[src/common/pcics_pkg.sv]
// pcics_pkg: offsets, field positions, reset values and codes for the
// pci configuration command/status block.
// assumes a single 250 MHz clock domain and word-wide register port.
package pcics_pkg;
    // register indices as printed; byte address is four times the index
    localparam logic [7:0] CMD_IDX = 8'h04; // command register
    localparam logic [7:0] STS_IDX = 8'h06; // status register
    localparam logic [7:0] IRQ_STAT_IDX = 8'h40; // sticky event status
    localparam logic [7:0] IRQ_MASK_IDX = 8'h41; // event mask
    localparam logic [7:0] CAP_PTR_IDX = 8'h34; // capability pointer
    localparam logic [9:0] CMD_ADDR = 10'h010;
    localparam logic [9:0] STS_ADDR = 10'h018;
    localparam logic [9:0] CAP_ADDR = 10'h0D0;
    localparam logic [9:0] IRQ_STAT_ADDR = 10'h100;
    localparam logic [9:0] IRQ_MASK_ADDR = 10'h104;
    // command bit positions
    localparam int CMD_IO_BIT = 0;
    localparam int CMD_MEM_BIT = 1;
    localparam int CMD_BM_BIT = 2;
    localparam int CMD_SPC_BIT = 3;
    localparam int CMD_MWI_BIT = 4;
    localparam logic [4:0] CMD_RESET = 5'h00;
    localparam logic [4:0] CMD_WMASK = 5'h1F;
    // status bit positions
    localparam int STS_CAP_BIT = 4;
    localparam int STS_DEVSEL_LSB = 9;
    localparam logic [1:0] DEVSEL_FAST = 2'h0;
    localparam logic [1:0] DEVSEL_MEDIUM = 2'h1;
    localparam logic [1:0] DEVSEL_SLOW = 2'h2;
    localparam logic [15:0] STS_RESET = 16'h0210;
    localparam logic [7:0] CAP_PTR_VALUE = 8'h40; // arbitrary list start
    // event bits
    localparam int EV_SPC_BIT = 0;
    localparam int EV_MEM_BIT = 1;
    localparam int EV_IO_BIT = 2;
    localparam int EV_MWI_BIT = 3;
    localparam int EV_W = 4;
    // master command codes
    localparam logic [3:0] PCI_MEM_WRITE = 4'h7;
    localparam logic [3:0] PCI_MEM_WRITE_INV = 4'hF;
    typedef enum logic [1:0] {
        PCICS_IDLE = 2'b00,
        PCICS_REQ = 2'b01,
        PCICS_OWN = 2'b10
    } pcics_mst_type;
endpackage : pcics_pkg

[src/common/pcics_if.sv]
// pcics_if: enable bits handed from the register core to the gates.
// assumes all members are driven in the REF_CLK domain.
`timescale 1ns/1ns
interface pcics_if;
    logic [4:0] cmd; // live command enables
    modport ctl (output cmd);
    modport gate (input cmd);
endinterface : pcics_if

[src/core/pcics_event.sv]
// pcics_event: one sticky write-one-to-clear event bit.
// assumes a synchronous clear strobe and a one-cycle set pulse.
`timescale 1ns/1ns
module pcics_event (
    input wire logic clk,
    input wire logic nrst,
    input wire logic set,
    input wire logic clr,
    output logic flag
);
    typedef struct packed { logic f; } pcics_ev_type;
    pcics_ev_type st_r, st_nxt;
    // set wins over clear so an event in the clearing cycle survives
    always_comb begin
        st_nxt = st_r;
        if (clr) st_nxt.f = 1'b0;
        if (set) st_nxt.f = 1'b1;
    end
    always_ff @(posedge clk or negedge nrst) begin
        if (!nrst) st_r <= '0;
        else st_r <= st_nxt;
    end
    assign flag = st_r.f;
endmodule : pcics_event

[src/core/pcics_gate.sv]
// pcics_gate: qualifies target claims, special cycles and master commands.
// assumes requests are level inputs sampled each REF_CLK edge.
`timescale 1ns/1ns
module pcics_gate (
    input wire logic clk,
    input wire logic nrst,
    pcics_if.gate en,
    input wire logic mem_hit,
    input wire logic io_hit,
    input wire logic spc_seen,
    input wire logic wr_want,
    input wire logic wr_inv_want,
    output logic mem_claim,
    output logic io_claim,
    output logic spc_take,
    output logic [3:0] wr_cmd
);
    // pure qualification; registered by the top
    always_comb begin
        mem_claim = mem_hit & en.cmd[pcics_pkg::CMD_MEM_BIT];
        io_claim = io_hit & en.cmd[pcics_pkg::CMD_IO_BIT];
        spc_take = spc_seen & en.cmd[pcics_pkg::CMD_SPC_BIT];
        // invalidate form only when enabled, else plain write
        wr_cmd = (wr_inv_want & en.cmd[pcics_pkg::CMD_MWI_BIT]) ? pcics_pkg::PCI_MEM_WRITE_INV
                 : pcics_pkg::PCI_MEM_WRITE;
    end

    wire unused_ok = wr_want;
endmodule : pcics_gate

[src/core/pcics_top.sv]
// pcics_top: pci configuration command and status registers with gating.
// assumes a one-cycle strobe register port and synchronous inputs.
// Operation
// - MWI disabled: plain memory writes only
// - MWI enabled: invalidate command allowed
// - special cycle bit zero: ignore them
// - special cycle bit one: monitor them
// - bus master zero: never initiate
// - bus master one: may request bus
// - memory claims only when enabled
// - io claims only when enabled
// - reset clears all five enables
// - status 16 bits, read only
// - status resets to 0210h
// - devsel timing reads medium, 01b
// - capability bit means pointer at 34h
`timescale 1ns/1ns
module pcics_top (
    input wire logic REF_CLK,
    input wire logic NRST,
    input wire logic [9:0] ADDR,
    input wire logic [31:0] WDATA,
    input wire logic WR,
    input wire logic RD,
    output logic [31:0] RDATA,
    input wire logic MEM_HIT,
    input wire logic IO_HIT,
    input wire logic SPC_SEEN,
    input wire logic XFER_WANT,
    input wire logic INV_WANT,
    input wire logic XFER_DONE,
    input wire logic GNT,
    output logic REQ,
    output logic MASTER_ON,
    output logic [3:0] MASTER_CMD,
    output logic MEM_CLAIM,
    output logic IO_CLAIM,
    output logic SPC_TAKE,
    output logic IRQ
);
    pcics_if en_if ();

    // register map on the byte-addressed port (index times four)
    //   010h  command enables, bits 4:0 writable, rest read zero
    //   018h  status image, constant, writes dropped
    //   0D0h  capability pointer, constant
    //   100h  event flags, write one to clear
    //   104h  event mask, same layout as the flags
    // the port never stalls: a read answers in the next cycle and the
    // answer is gone one cycle later, so software must sample it then
    //
    // event bits
    //   0  special cycle taken
    //   1  memory claim
    //   2  io claim
    //   3  cycle spent owning the bus with the invalidate command
    //
    // the status image carries no live event bits; parity and abort
    // reporting are left to whichever block sees those conditions
    //
    // the master sequencer runs idle, request, own; it leaves request
    // when bus mastering is switched off, but a transfer that already
    // owns the bus runs to its end, since cutting it would strand the bus
    // the command is frozen at grant for the same reason

    // all state except the sticky event flags in one record
    typedef struct packed {
        logic [4:0] cmd; // command enables
        logic [31:0] rdata; // read answer
        logic [3:0] mask; // event mask
        pcics_pkg::pcics_mst_type mst; // master sequencer
        logic req;
        logic mon;
        logic [3:0] mcmd;
        logic mclaim;
        logic iclaim;
        logic stake;
        logic irq;
    } pcics_st_type;
    pcics_st_type st_r, st_nxt;
    logic mem_c, io_c, spc_c; // qualified claims
    logic [3:0] wcmd; // qualified write command
    logic [3:0] ev_flag; // sticky event bits
    logic [3:0] ev_set; // event pulses
    logic ev_clr_wr; // write to event flags
    logic [15:0] sts; // status image
    assign en_if.cmd = st_r.cmd;

    // qualification is combinational; its results are registered here
    pcics_gate u_gate (
        .clk(REF_CLK),
        .nrst(NRST),
        .en(en_if),
        .mem_hit(MEM_HIT),
        .io_hit(IO_HIT),
        .spc_seen(SPC_SEEN),
        .wr_want(XFER_WANT),
        .wr_inv_want(INV_WANT),
        .mem_claim(mem_c),
        .io_claim(io_c),
        .spc_take(spc_c),
        .wr_cmd(wcmd)
    );

    // a flag set and cleared in one cycle stays set
    // events: special cycles taken, claims taken and invalidate commands issued
    assign ev_set = {st_r.mst == pcics_pkg::PCICS_OWN && st_r.mcmd == pcics_pkg::PCI_MEM_WRITE_INV,
                     io_c, mem_c, spc_c};
    assign ev_clr_wr = WR && ADDR == pcics_pkg::IRQ_STAT_ADDR;

    // one sticky flag per event
    genvar g;
    generate
        for (g = 0; g < pcics_pkg::EV_W; g++) begin : g_ev
            pcics_event u_ev (
                .clk(REF_CLK),
                .nrst(NRST),
                .set(ev_set[g]),
                .clr(ev_clr_wr & WDATA[g]),
                .flag(ev_flag[g])
            );
        end
    endgenerate

    // no write path exists, so no decode slip can load it
    // status image is constant; bus writes never reach it
    assign sts = pcics_pkg::STS_RESET;

    // flag reads see the value before this cycle's events
    // next-state logic: registers, master sequencer, output staging
    always_comb begin
        st_nxt = st_r;
        st_nxt.rdata = 32'h0000_0000;
        if (WR) begin
            case (ADDR)
                pcics_pkg::CMD_ADDR: st_nxt.cmd = WDATA[4:0] & pcics_pkg::CMD_WMASK;
                pcics_pkg::IRQ_MASK_ADDR: st_nxt.mask = WDATA[3:0];
                default: st_nxt.cmd = st_r.cmd; // status and unmapped ignore writes
            endcase
        end
        if (RD) begin
            case (ADDR)
                pcics_pkg::CMD_ADDR: st_nxt.rdata = {27'h0, st_r.cmd};
                pcics_pkg::STS_ADDR: st_nxt.rdata = {16'h0, sts};
                pcics_pkg::CAP_ADDR: st_nxt.rdata = {24'h0, pcics_pkg::CAP_PTR_VALUE};
                pcics_pkg::IRQ_STAT_ADDR: st_nxt.rdata = {28'h0, ev_flag};
                pcics_pkg::IRQ_MASK_ADDR: st_nxt.rdata = {28'h0, st_r.mask};
                default: st_nxt.rdata = 32'h0000_0000; // unmapped reads zero
            endcase
        end

        // bus mastering: request only while enabled; drop on disable
        case (st_r.mst)
            pcics_pkg::PCICS_IDLE: begin
                if (XFER_WANT && st_r.cmd[pcics_pkg::CMD_BM_BIT]) st_nxt.mst = pcics_pkg::PCICS_REQ;
            end
            pcics_pkg::PCICS_REQ: begin
                if (!st_r.cmd[pcics_pkg::CMD_BM_BIT]) st_nxt.mst = pcics_pkg::PCICS_IDLE;
                else if (GNT) st_nxt.mst = pcics_pkg::PCICS_OWN;
            end
            pcics_pkg::PCICS_OWN: begin
                // a transfer in flight ends normally; the next one needs enable again
                if (XFER_DONE) st_nxt.mst = pcics_pkg::PCICS_IDLE;
            end
            default: st_nxt.mst = pcics_pkg::PCICS_IDLE;
        endcase
        st_nxt.req = st_nxt.mst == pcics_pkg::PCICS_REQ;
        st_nxt.mon = st_nxt.mst == pcics_pkg::PCICS_OWN;
        // command latched at grant so it cannot change mid transfer
        if (st_r.mst == pcics_pkg::PCICS_REQ && st_nxt.mst == pcics_pkg::PCICS_OWN) st_nxt.mcmd = wcmd;
        st_nxt.mclaim = mem_c;
        st_nxt.iclaim = io_c;
        st_nxt.stake = spc_c;
        st_nxt.irq = |(ev_flag & st_r.mask);
    end

    // every output below comes straight from this register
    // single register for all state but the event flags; reset clears every enable
    always_ff @(posedge REF_CLK or negedge NRST) begin
        if (!NRST) begin
            st_r <= '0;
            st_r.cmd <= pcics_pkg::CMD_RESET;
            st_r.mst <= pcics_pkg::PCICS_IDLE;
            st_r.mcmd <= pcics_pkg::PCI_MEM_WRITE;
        end else begin
            st_r <= st_nxt;
        end
    end

    // outputs taken straight from state
    assign RDATA = st_r.rdata;
    assign REQ = st_r.req;
    assign MASTER_ON = st_r.mon;
    assign MASTER_CMD = st_r.mcmd;
    assign MEM_CLAIM = st_r.mclaim;
    assign IO_CLAIM = st_r.iclaim;
    assign SPC_TAKE = st_r.stake;
    assign IRQ = st_r.irq;
endmodule : pcics_top

[config.mk]
export PLATFORM = sky130hd
export DESIGN_NAME = pcics_top
export DESIGN_NICKNAME = d
export VERILOG_FILES = /design/src/common/pcics_pkg.sv /design/src/common/pcics_if.sv /design/src/core/pcics_event.sv /design/src/core/pcics_gate.sv /design/src/core/pcics_top.sv
export SDC_FILE = /design/constraint.sdc
export NUM_CORES = 1
export LEC_CHECK = 0
export ABC_CLOCK_PERIOD_IN_PS = 1100
export BUFFER_PORTS_ARGS = -buffer_cell sky130_fd_sc_hd__buf_2
export CAP_MARGIN = 20
export CORE_MARGIN = 1
export CORE_UTILIZATION = 39
export DETAILED_ROUTE_END_ITERATION = 8
export HOLD_SLACK_MARGIN = 0.06
export PLACE_DENSITY = 0.78
export SYNTH_ARGS = -nofsm -noshare
export SYNTH_HDL_FRONTEND = slang
export SYNTH_SLANG_ARGS = --single-unit
[constraint.sdc]
create_clock -name REF_CLK -period 1.1 [get_ports REF_CLK]
set_clock_uncertainty 0.2 [all_clocks]
set_input_delay 0.22 -clock REF_CLK [delete_from_list [all_inputs] [get_ports REF_CLK]]
set_output_delay 0.22 -clock REF_CLK [all_outputs]
set_load 0.005 [all_outputs]
* Yosys cells after proc, flatten, opt, wreduce, memory -nomap -nowiden
Index checks and enable logic that the tools add are counted.
** Operators by class
- Mux-type cells :: 16
- Equality and inequality tests :: 10
- Bitwise logic cells :: 9
- Reduce and logical (&&, ||, !) cells :: 12
** Operator list (count)
- $pmux W10 S5 :: 1
- $eq A10 B5 Y1 const B :: 2
- $eq A10 B9 Y1 const B :: 2
- $eq A10 B8 Y1 const B :: 1
- $mux W10 :: 1
- $and A1 B1 Y1 :: 8
- $mux W1 :: 8
- $mux W2 :: 4
- $reduce_bool A2 Y1 :: 4
- $pmux W2 S3 :: 1
- $and A4 B4 Y4 :: 1
- $eq A2 B1 Y1 const B :: 2
- $eq A2 B2 Y1 const B :: 2
- $eq A4 B4 Y1 const B :: 1
- $logic_and A1 B1 Y1 :: 4
- $mux W4 :: 1
- $reduce_and A2 Y1 :: 2
- $reduce_or A4 Y1 :: 1
- $logic_not A2 Y1 :: 1
** Word-level totals
- Input bits :: 53
- Register bits after elaboration :: 57
- Logic and storage cells :: 62

* Longest topological paths before layout
Gate-level depths: netlist of run 1.
- Word-level depth :: 5
- Mapped depth :: 4

* Cells and area by module
Synthesis of run 1 repeated with hierarchy kept, for this count alone.
** Unflattened totals
- Cell total of the unflattened synthesis :: 145
- Area total of the unflattened synthesis :: 1665.3 µm²
** Modules (own cells, without submodules)
- pcics_top :: area an instance 1468.9 µm², times used 1, cells an instance 125
- pcics_event :: area an instance 36.3 µm², times used 4, cells an instance 3
- pcics_gate :: area an instance 51.3 µm², times used 1, cells an instance 8

* Worst setup path before layout of run 1
OpenSTA, ideal clock, no wires.
- Kind :: input to register
- Start point :: input ADDR[9]
- End point :: register st_r[12] in the netlist's numbering
- Path slack :: -0.706 ns
- Arrival time :: 1.481 ns
- Setup time :: 0.125 ns
- Required time :: 0.775 ns
- Buffers on the path :: 0
- Stages on the path :: 3
- Cell sequence :: or4_4 -> nor4_4 -> mux2_2
** On the way
- Longest elaborated chain between the ends :: 2
** Ends and longest elaborated chain
- start: declaration :: RTL line pcics_top.sv:21 : input wire logic [9:0] ADDR,
- $eq A10 B9 Y1 :: RTL line pcics_top.sv:135 : case (ADDR)
- $reduce_and A2 Y1 (no source line)
- end signal: assignment :: RTL line pcics_top.sv:186 : st_r <= st_nxt;
- end: declaration :: RTL line pcics_top.sv:80 : pcics_st_type st_r, st_nxt;
Every way passes these cells.
A chain may end at the register's enable or synchronous reset.

* Worst setup path after layout of run 1
- Start point :: input ADDR[0]
- End point :: register st_r[15] in the netlist's numbering
The elaborated chain is that of the path after synthesis.

==> flow_summary_export.csv, run 1 <==
group,metric,value,unit
yosys,yosysTopAreaCellShare,45.3,%
layout,seq_area,726,µm²
setup_path,setup.worst_path.class,"input pin to flip-flop",
grt,grt_pass1_vias,1290,
sta,whs,-0.0275,ns
yosys,async_reset_ff_share,100,%
layout,n_antenna_cell,0,
floorplan,io_pins,95,
routing,vias,1281,
power,ir_drop,0.000363,V
yosys,ys.flop_type,"dfrtp_1",
power,internal_power,0.00171,W
setup_path,reg2regPathDepth,3,
flow_run,drv_cap,0,
setup_path,cp_top_family,"simple AND/OR/NAND/NOR gates",
routing,wirelength,3700,µm
routing,drt_iter0_drc,95,
floorplan,num_rows,22,
yosys,synth_edf_count,0,
setup_path,path_buf_inv,2,
layout,area_delta_synth_final,39.8,%
setup_path,crit_path_start_kind,"input pin",
grt,grt_usage,18.5,%
clocking,clk_pin_slew,0.06,ns
sta,rsz0062_at_grt,"true",
sta,finalCriticalPeriod,1.52,ns
yosys,synthTopCellsByArea,"dfrtp_1, buf_4, mux2_2",
setup_path,path_depth,5,
setup_path,worstPathCellList,"buf_6 -> or4_4 -> nor4_4 -> buf_4 -> mux2_4",
floorplan,core,3800,µm²
min_path,hold_depth,2,
sta,clock.fmax,0.658,GHz
power,total_leakage_power,1.18,nW
yosys,synth_common_cells,"buf_4, dfrtp_1, mux2_2, nand4_1, nand2_1",
yosys,yosysWarnings,0,
placement,portBuffers,39,
power,clockPowerShare,34.7,%
sta,setup_slack,-0.420,ns
clocking,cts_max_path_buffers,2,
clocking,root_buffer,"clkbuf_8",
yosys,ys_ff_latch,29,
yosys,syn_area_per_cell,10.8,µm²
floorplan,initial_utilization,42.2,%
clocking,cts-buffers-inserted,5,
power,p_total,0.00227,W
routing,routedWlPerCell,13.8,µm
routing,ant_nets,0,
grt,grt_max_degree,30,
placement,dp.cells,249,
floorplan,die_w,66.1,µm
power,p_comb_share,16.3,%
power,power.density,1010,nW/µm²
floorplan,die_area,4370,µm²
clocking,postCtsHoldBufs,3,
power,switching_power,0.000565,W
yosys,synth_area,1600,µm²
layout,post_route_cells_drive_above_1_share,50.7,%
layout,nFillCells,298,
sta,final_hold_viol_count,3,
outcome,status,"complete, but fails checks",
sta,setup_viol,35,
routing,viasPerCell,4.80,
clocking,cts_sinks,29,
min_path,hp-class,"input pin to flip-flop",
power,seq_power_share,49.0,%
setup_path,critical_path.max_stage_delay,0.54,ns
yosys,synth.distinct_cells,28,
setup_path,cp.arrival,1.49,ns
layout,multi_input_comb_area,787,µm²
grt,grt_pass1_wl,5850,µm
yosys,yosysMostFrequentCell,"buf_4",
layout,stdcell_count,267,
placement,place_congestion,0.814,
placement,hpwl,2470,µm
outcome,violations,"hold timing, setup timing",
layout,nets,273,
grt,antenna_found_initial,0,
floorplan,die_height,66.1,µm
setup_path,critPathMaxFanout,4,
power,swShare,24.9,%
clocking,cts_tree,"yes",
sta,period_share,138,%
sta,drv_slew,0,
yosys,netlist_instances,148,
routing,route.detailed.drc,0,
grt,grt-ovfl-total,0,
yosys,seq_area_frac_synth,45.3,%
setup_path,endpoint_kind,"flip-flop",
setup_path,crit_required,1.07,ns
clocking,h-tree-depth,2,
routing,drtPass1Iterations,4,
clocking,clock_latency,0.28,ns
setup_path,cp_slowest_cell,"or4_4",
yosys,yosysTopAreaCell,"dfrtp_1",
==> worst register-to-register path, delay by kind of cell (launching register included) <==
family             cells  cell delay [ns]
AOI/OAI and AO/OA      1             0.26
DFF                    1             0.36
muxes                  1             0.18
and+or+nand+nor        1             0.11
==> layout by cell type (no fill, tap or decap), types with 2 or more instances in the layout <==
cell type / n
buf_2: 35
dfrtp_1: 29
conb_1: 28
buf_4: 25
nand4_1: 13
buf_6: 13
mux2_2: 8
nand2_1: 6
mux2_4: 5
clkbuf_8: 5
and3b_1: 4
a221oi_2: 4
inv_1: 4
nor3b_1: 3
nor4_4: 3
nor2_1: 3
o21ai_0: 3
and2_1: 3
a21o_1: 3
dlygate4sd3_1: 3
nor3b_2: 2
a22oi_2: 2
buf_12: 2
==> power groups by stage <==
| stage | combinational [W] | sequential [W] | clock (W) |
|---|---|---|---|
| 2_1_floorplan | 0.000185 | 0.00113 | 0 |
| 3_3_place_gp | 0.000295 | 0.00113 | 0 |
| 3_5_place_dp | 0.000300 | 0.00113 | 0 |
| 4_1_cts | 0.000336 | 0.00111 | 0.000806 |
| 5_1_grt | 0.000405 | 0.00112 | 0.000843 |
| 6_report | 0.000370 | 0.00111 | 0.000788 |
==> final timing paths <==
path	slack [ns]	startpoint	end
hold / removal	-0.03	WDATA[4]	en_if.cmd[4]
max in group asynchronous	0.33	NRST	RDATA[4]
min in group asynchronous	0.21	NRST	IRQ
setup reg to reg	-0.11	st_r[14]	RDATA[2]
setup / recovery	-0.42	ADDR[0]	st_r[15]
hold reg to reg	0.33	st_r[11]	REQ
==> stage by stage <==
step	cell area (µm²)	util, %	setup WS [ns]	setup TNS (ns)
2_1_floorplan	1750	-	-0.587	-6.81
3_3_place_gp	1930	50.7	-0.763	-10.86
3_5_place_dp	1930	50.7	-0.793	-11.25
4_1_cts	2160	57.0	-0.479	-8.01
5_1_grt	2240	59.0	-0.427	-7.93
6_report	2240	59.0	-0.420	-6.37
==> state kept, by name, indices dropped and copies added, names as in the netlist <==
name / cells
IO_CLAIM: 1
IRQ: 1
MASTER_CMD: 1
MASTER_ON: 1
MEM_CLAIM: 1
RDATA: 7
REQ: 1
SPC_TAKE: 1
en_if.cmd: 5
g_ev.u_ev.flag: 4
st_r: 6
==> repair_timing <==
item                                    4_1_cts  5_1_grt
pin swaps                                     8       13
resized for setup                            20        9
endpoints found under the setup margin       35       38
endpoints found under the hold margin        53       14
buffers inserted                              5        3
gates cloned                                  1        0
==> per-layer routing <==
metal | routed length, µm | GRT usage (%) | vias to the layer above | share of wire [%]
met5 | 0 | 0 | - | 0
met3 | 190 | 3.45 | 13 | 5.1
met4 | 151 | 14.6 | 0 | 4.1
met2 | 1880 | 30.9 | 55 | 51
met1 | 1470 | 20.5 | 610 | 40
li1 | - | - | 603 | -
==> cell type report <==
class                      instances  share of cell area, %
tap                               48                   2.68
clock inverter                     1                  0.223
inverter                           4                  0.670
clock buffer                       5                   3.07
timing repair buffer              78                   25.9
sequential                        29                   32.4
multi-input combinational        102                   35.1
==> cells by family (layout without fill, tap and decap cells) <==
group           count (synthesis)  count (layout)  share of synthesized area [%]
simple gates                   46              46                           19.8
buf+inv                        43              88                           18.5
flops                          29              29                           45.3
compound gates                 14              14                           6.17
mux                            14              14                           9.76
other cells                     2              28                          0.469
Power figures use the tool's default switching activity.
==> run 2, diff against run 1 <==
--- a/config.mk
+++ b/config.mk
@@ -8,11 +8,13 @@
 export ABC_CLOCK_PERIOD_IN_PS = 1100
 export BUFFER_PORTS_ARGS = -buffer_cell sky130_fd_sc_hd__buf_2
 export CAP_MARGIN = 20
+export CELL_PAD_IN_SITES_DETAIL_PLACEMENT = 1
+export CELL_PAD_IN_SITES_GLOBAL_PLACEMENT = 1
 export CORE_MARGIN = 1
-export CORE_UTILIZATION = 39
+export CORE_UTILIZATION = 28
 export DETAILED_ROUTE_END_ITERATION = 8
 export HOLD_SLACK_MARGIN = 0.06
-export PLACE_DENSITY = 0.78
+export PLACE_DENSITY = 0.77
 export SYNTH_ARGS = -nofsm -noshare
 export SYNTH_HDL_FRONTEND = slang
 export SYNTH_SLANG_ARGS = --single-unit
==> constraint.sdc (replaced) <==
create_clock -name REF_CLK -period 1.1 [get_ports REF_CLK]
set_clock_uncertainty 0.2 [all_clocks]
set_input_delay 0.165 -clock REF_CLK [delete_from_list [all_inputs] [get_ports REF_CLK]]
set_output_delay 0.165 -clock REF_CLK [all_outputs]
set_load 0.005 [all_outputs]
==> run 2 against run 1 <==
Compared with the run above:
- the flow still finishes with violations (hold timing, setup timing)
- sequential power is essentially flat
- non-clock buffer count is 3 lower
- combinational power is 2% lower
- clock power grew 8.5%
- flip-flop and latch count did not move
- worst setup slack improved by 0.042 ns
- final cell count rose by 8.6%
- total power up 2.6%
- fmax up 2.8%
- largest power group unchanged
- die area increased by 38%
- core utilization is 18 points lower
- cell area grew 0.39%
- largest cell class unchanged
==> flow_summary_export.csv, run 2 (synthesis results as in run 1) <==
group,metric,value,unit
placement,hpwl,2910,µm
floorplan,num_rows,27,
setup_path,critPathMaxFanout,4,
outcome,status,"complete, but fails checks",
power,ir_drop,0.000477,V
layout,nets,270,
power,p_total,0.00233,W
placement,place_congestion,0.751,
clocking,clk_pin_slew,0.06,ns
power,power.density,1040,nW/µm²
flow_run,drv_cap,0,
layout,n_antenna_cell,0,
routing,routedWlPerCell,14.0,µm
clocking,clock_latency,0.28,ns
grt,grt_pass1_vias,1280,
outcome,violations,"hold timing, setup timing",
sta,whs,-0.0775,ns
sta,clock.fmax,0.676,GHz
placement,portBuffers,39,
layout,area_delta_synth_final,40.4,%
setup_path,endpoint_kind,"flip-flop",
layout,layout_common_cells,"buf_2, dfrtp_1, conb_1",
grt,grt_max_degree,30,
sta,final_hold_viol_count,15,
sta,drv_slew,0,
routing,drtPass1Iterations,4,
grt,grt_pass1_wl,6580,µm
layout,mostFrequentLayoutCell,"buf_2",
placement,dp_slack,-0.736,ns
setup_path,cp.arrival,1.45,ns
routing,drt_iter0_drc,44,
routing,ant_nets,0,
clocking,postCtsHoldBufs,5,
floorplan,initial_utilization,29.1,%
sta,rsz0062_at_grt,"true",
floorplan,die_area,6030,µm²
sta,setup_viol,36,
sta,setup_slack,-0.379,ns
clocking,h-tree-depth,2,
layout,largest_reg_flops,7,
setup_path,crit_path_start_kind,"input pin",
min_path,hp-class,"input pin to flip-flop",
setup_path,setup.worst_path.class,"input pin to flip-flop",
sta,finalCriticalPeriod,1.48,ns
routing,route.detailed.drc,0,
clocking,root_buffer,"clkbuf_8",
floorplan,core,5510,µm²
grt,antenna_found_initial,0,
routing,viasPerCell,4.47,
sta,period_share,134,%
routing,wirelength,4050,µm
layout,post_route_cells_drive_above_1_share,50.5,%
routing,vias,1295,
clocking,cts_tree,"yes",
floorplan,die_height,77.7,µm
floorplan,io_pins,95,
clocking,cts_sinks,29,
clocking,cts-buffers-inserted,5,
power,total_leakage_power,1.16,nW
clocking,cts_max_path_buffers,2,
setup_path,crit_required,1.07,ns
grt,grt_usage,14.4,%
grt,grt-ovfl-total,0,
floorplan,die_w,77.7,µm
-- run 2: changes by cell type in the layout (fill, tap and decap cells not counted), moves of 2 or more --
cell and delta:
o21ai_0 -3, buf_4 -2, dlygate4sd3_1 +2, o21ai_1 +2
-- run 2: per-stage QoR --
step	instance area, µm²	util, %	hold slack (ns)	setup TNS (ns)	cells
3_3_place_gp	1960	35.5	-0.0737	-9.47	273
3_5_place_dp	1960	35.5	-0.0699	-10.20	273
2_1_floorplan	1750	-	-0.331	-5.73	174
6_report	2250	40.9	-0.0775	-3.99	290
4_1_cts	2210	40.2	-0.0807	-5.75	292
5_1_grt	2250	40.9	-0.0648	-5.33	290
-- run 2: area by class of cell --
class	count	area [µm²]
Fill cell	618	3260
Multi-Input combinational cell	102	788
Sequential cell	29	726
Timing Repair Buffer	75	548
Tap cell	72	90.1
Clock buffer	6	72.6
Inverter	4	15.0
Clock inverter	2	10.0
-- run 2: worst max-delay path: stages --
cell and delay (ns):
buf_6 0.09, or4_4 0.55, nor4_4 0.14, buf_4 0.19, mux2_4 0.31
-- run 2: power breakdown --
| part | internal [W] | switching (W) |
|---|---|---|
| Sequential | 0.00109 | 0.0000176 |
| Combinational | 0.000189 | 0.000174 |
| Clock | 0.000437 | 0.000418 |
-- run 2: final timing paths --
kind	start	endpoint	slack [ns]	depth (start not counted)
max	ADDR[1]	st_r[15]	-0.38	5
min	MEM_HIT	MEM_CLAIM	-0.08	2
max reg2reg	g_ev[2].u_ev.flag	RDATA[2]	-0.12	3
min reg2reg	st_r[11]	REQ	0.34	2
max in group asynchronous	NRST	en_if.cmd[4]	0.37	3
min in group asynchronous	NRST	MEM_CLAIM	0.16	3
-- run 2: metal layers --
metal | routed length, µm | GRT usage, %
met1 | 1670 | 16.7
met2 | 2120 | 25.5
met4 | 63 | 4.72
met3 | 194 | 4.12
met5 | 0 | 0
-- run 2: what timing repair did --
action,4_1_cts,5_1_grt
cloned,1,0
setup endpoints to repair,34,40
resized for setup,20,14
endpoints found under the hold margin,56,20
pin swaps,12,8
buffers inserted,5,0
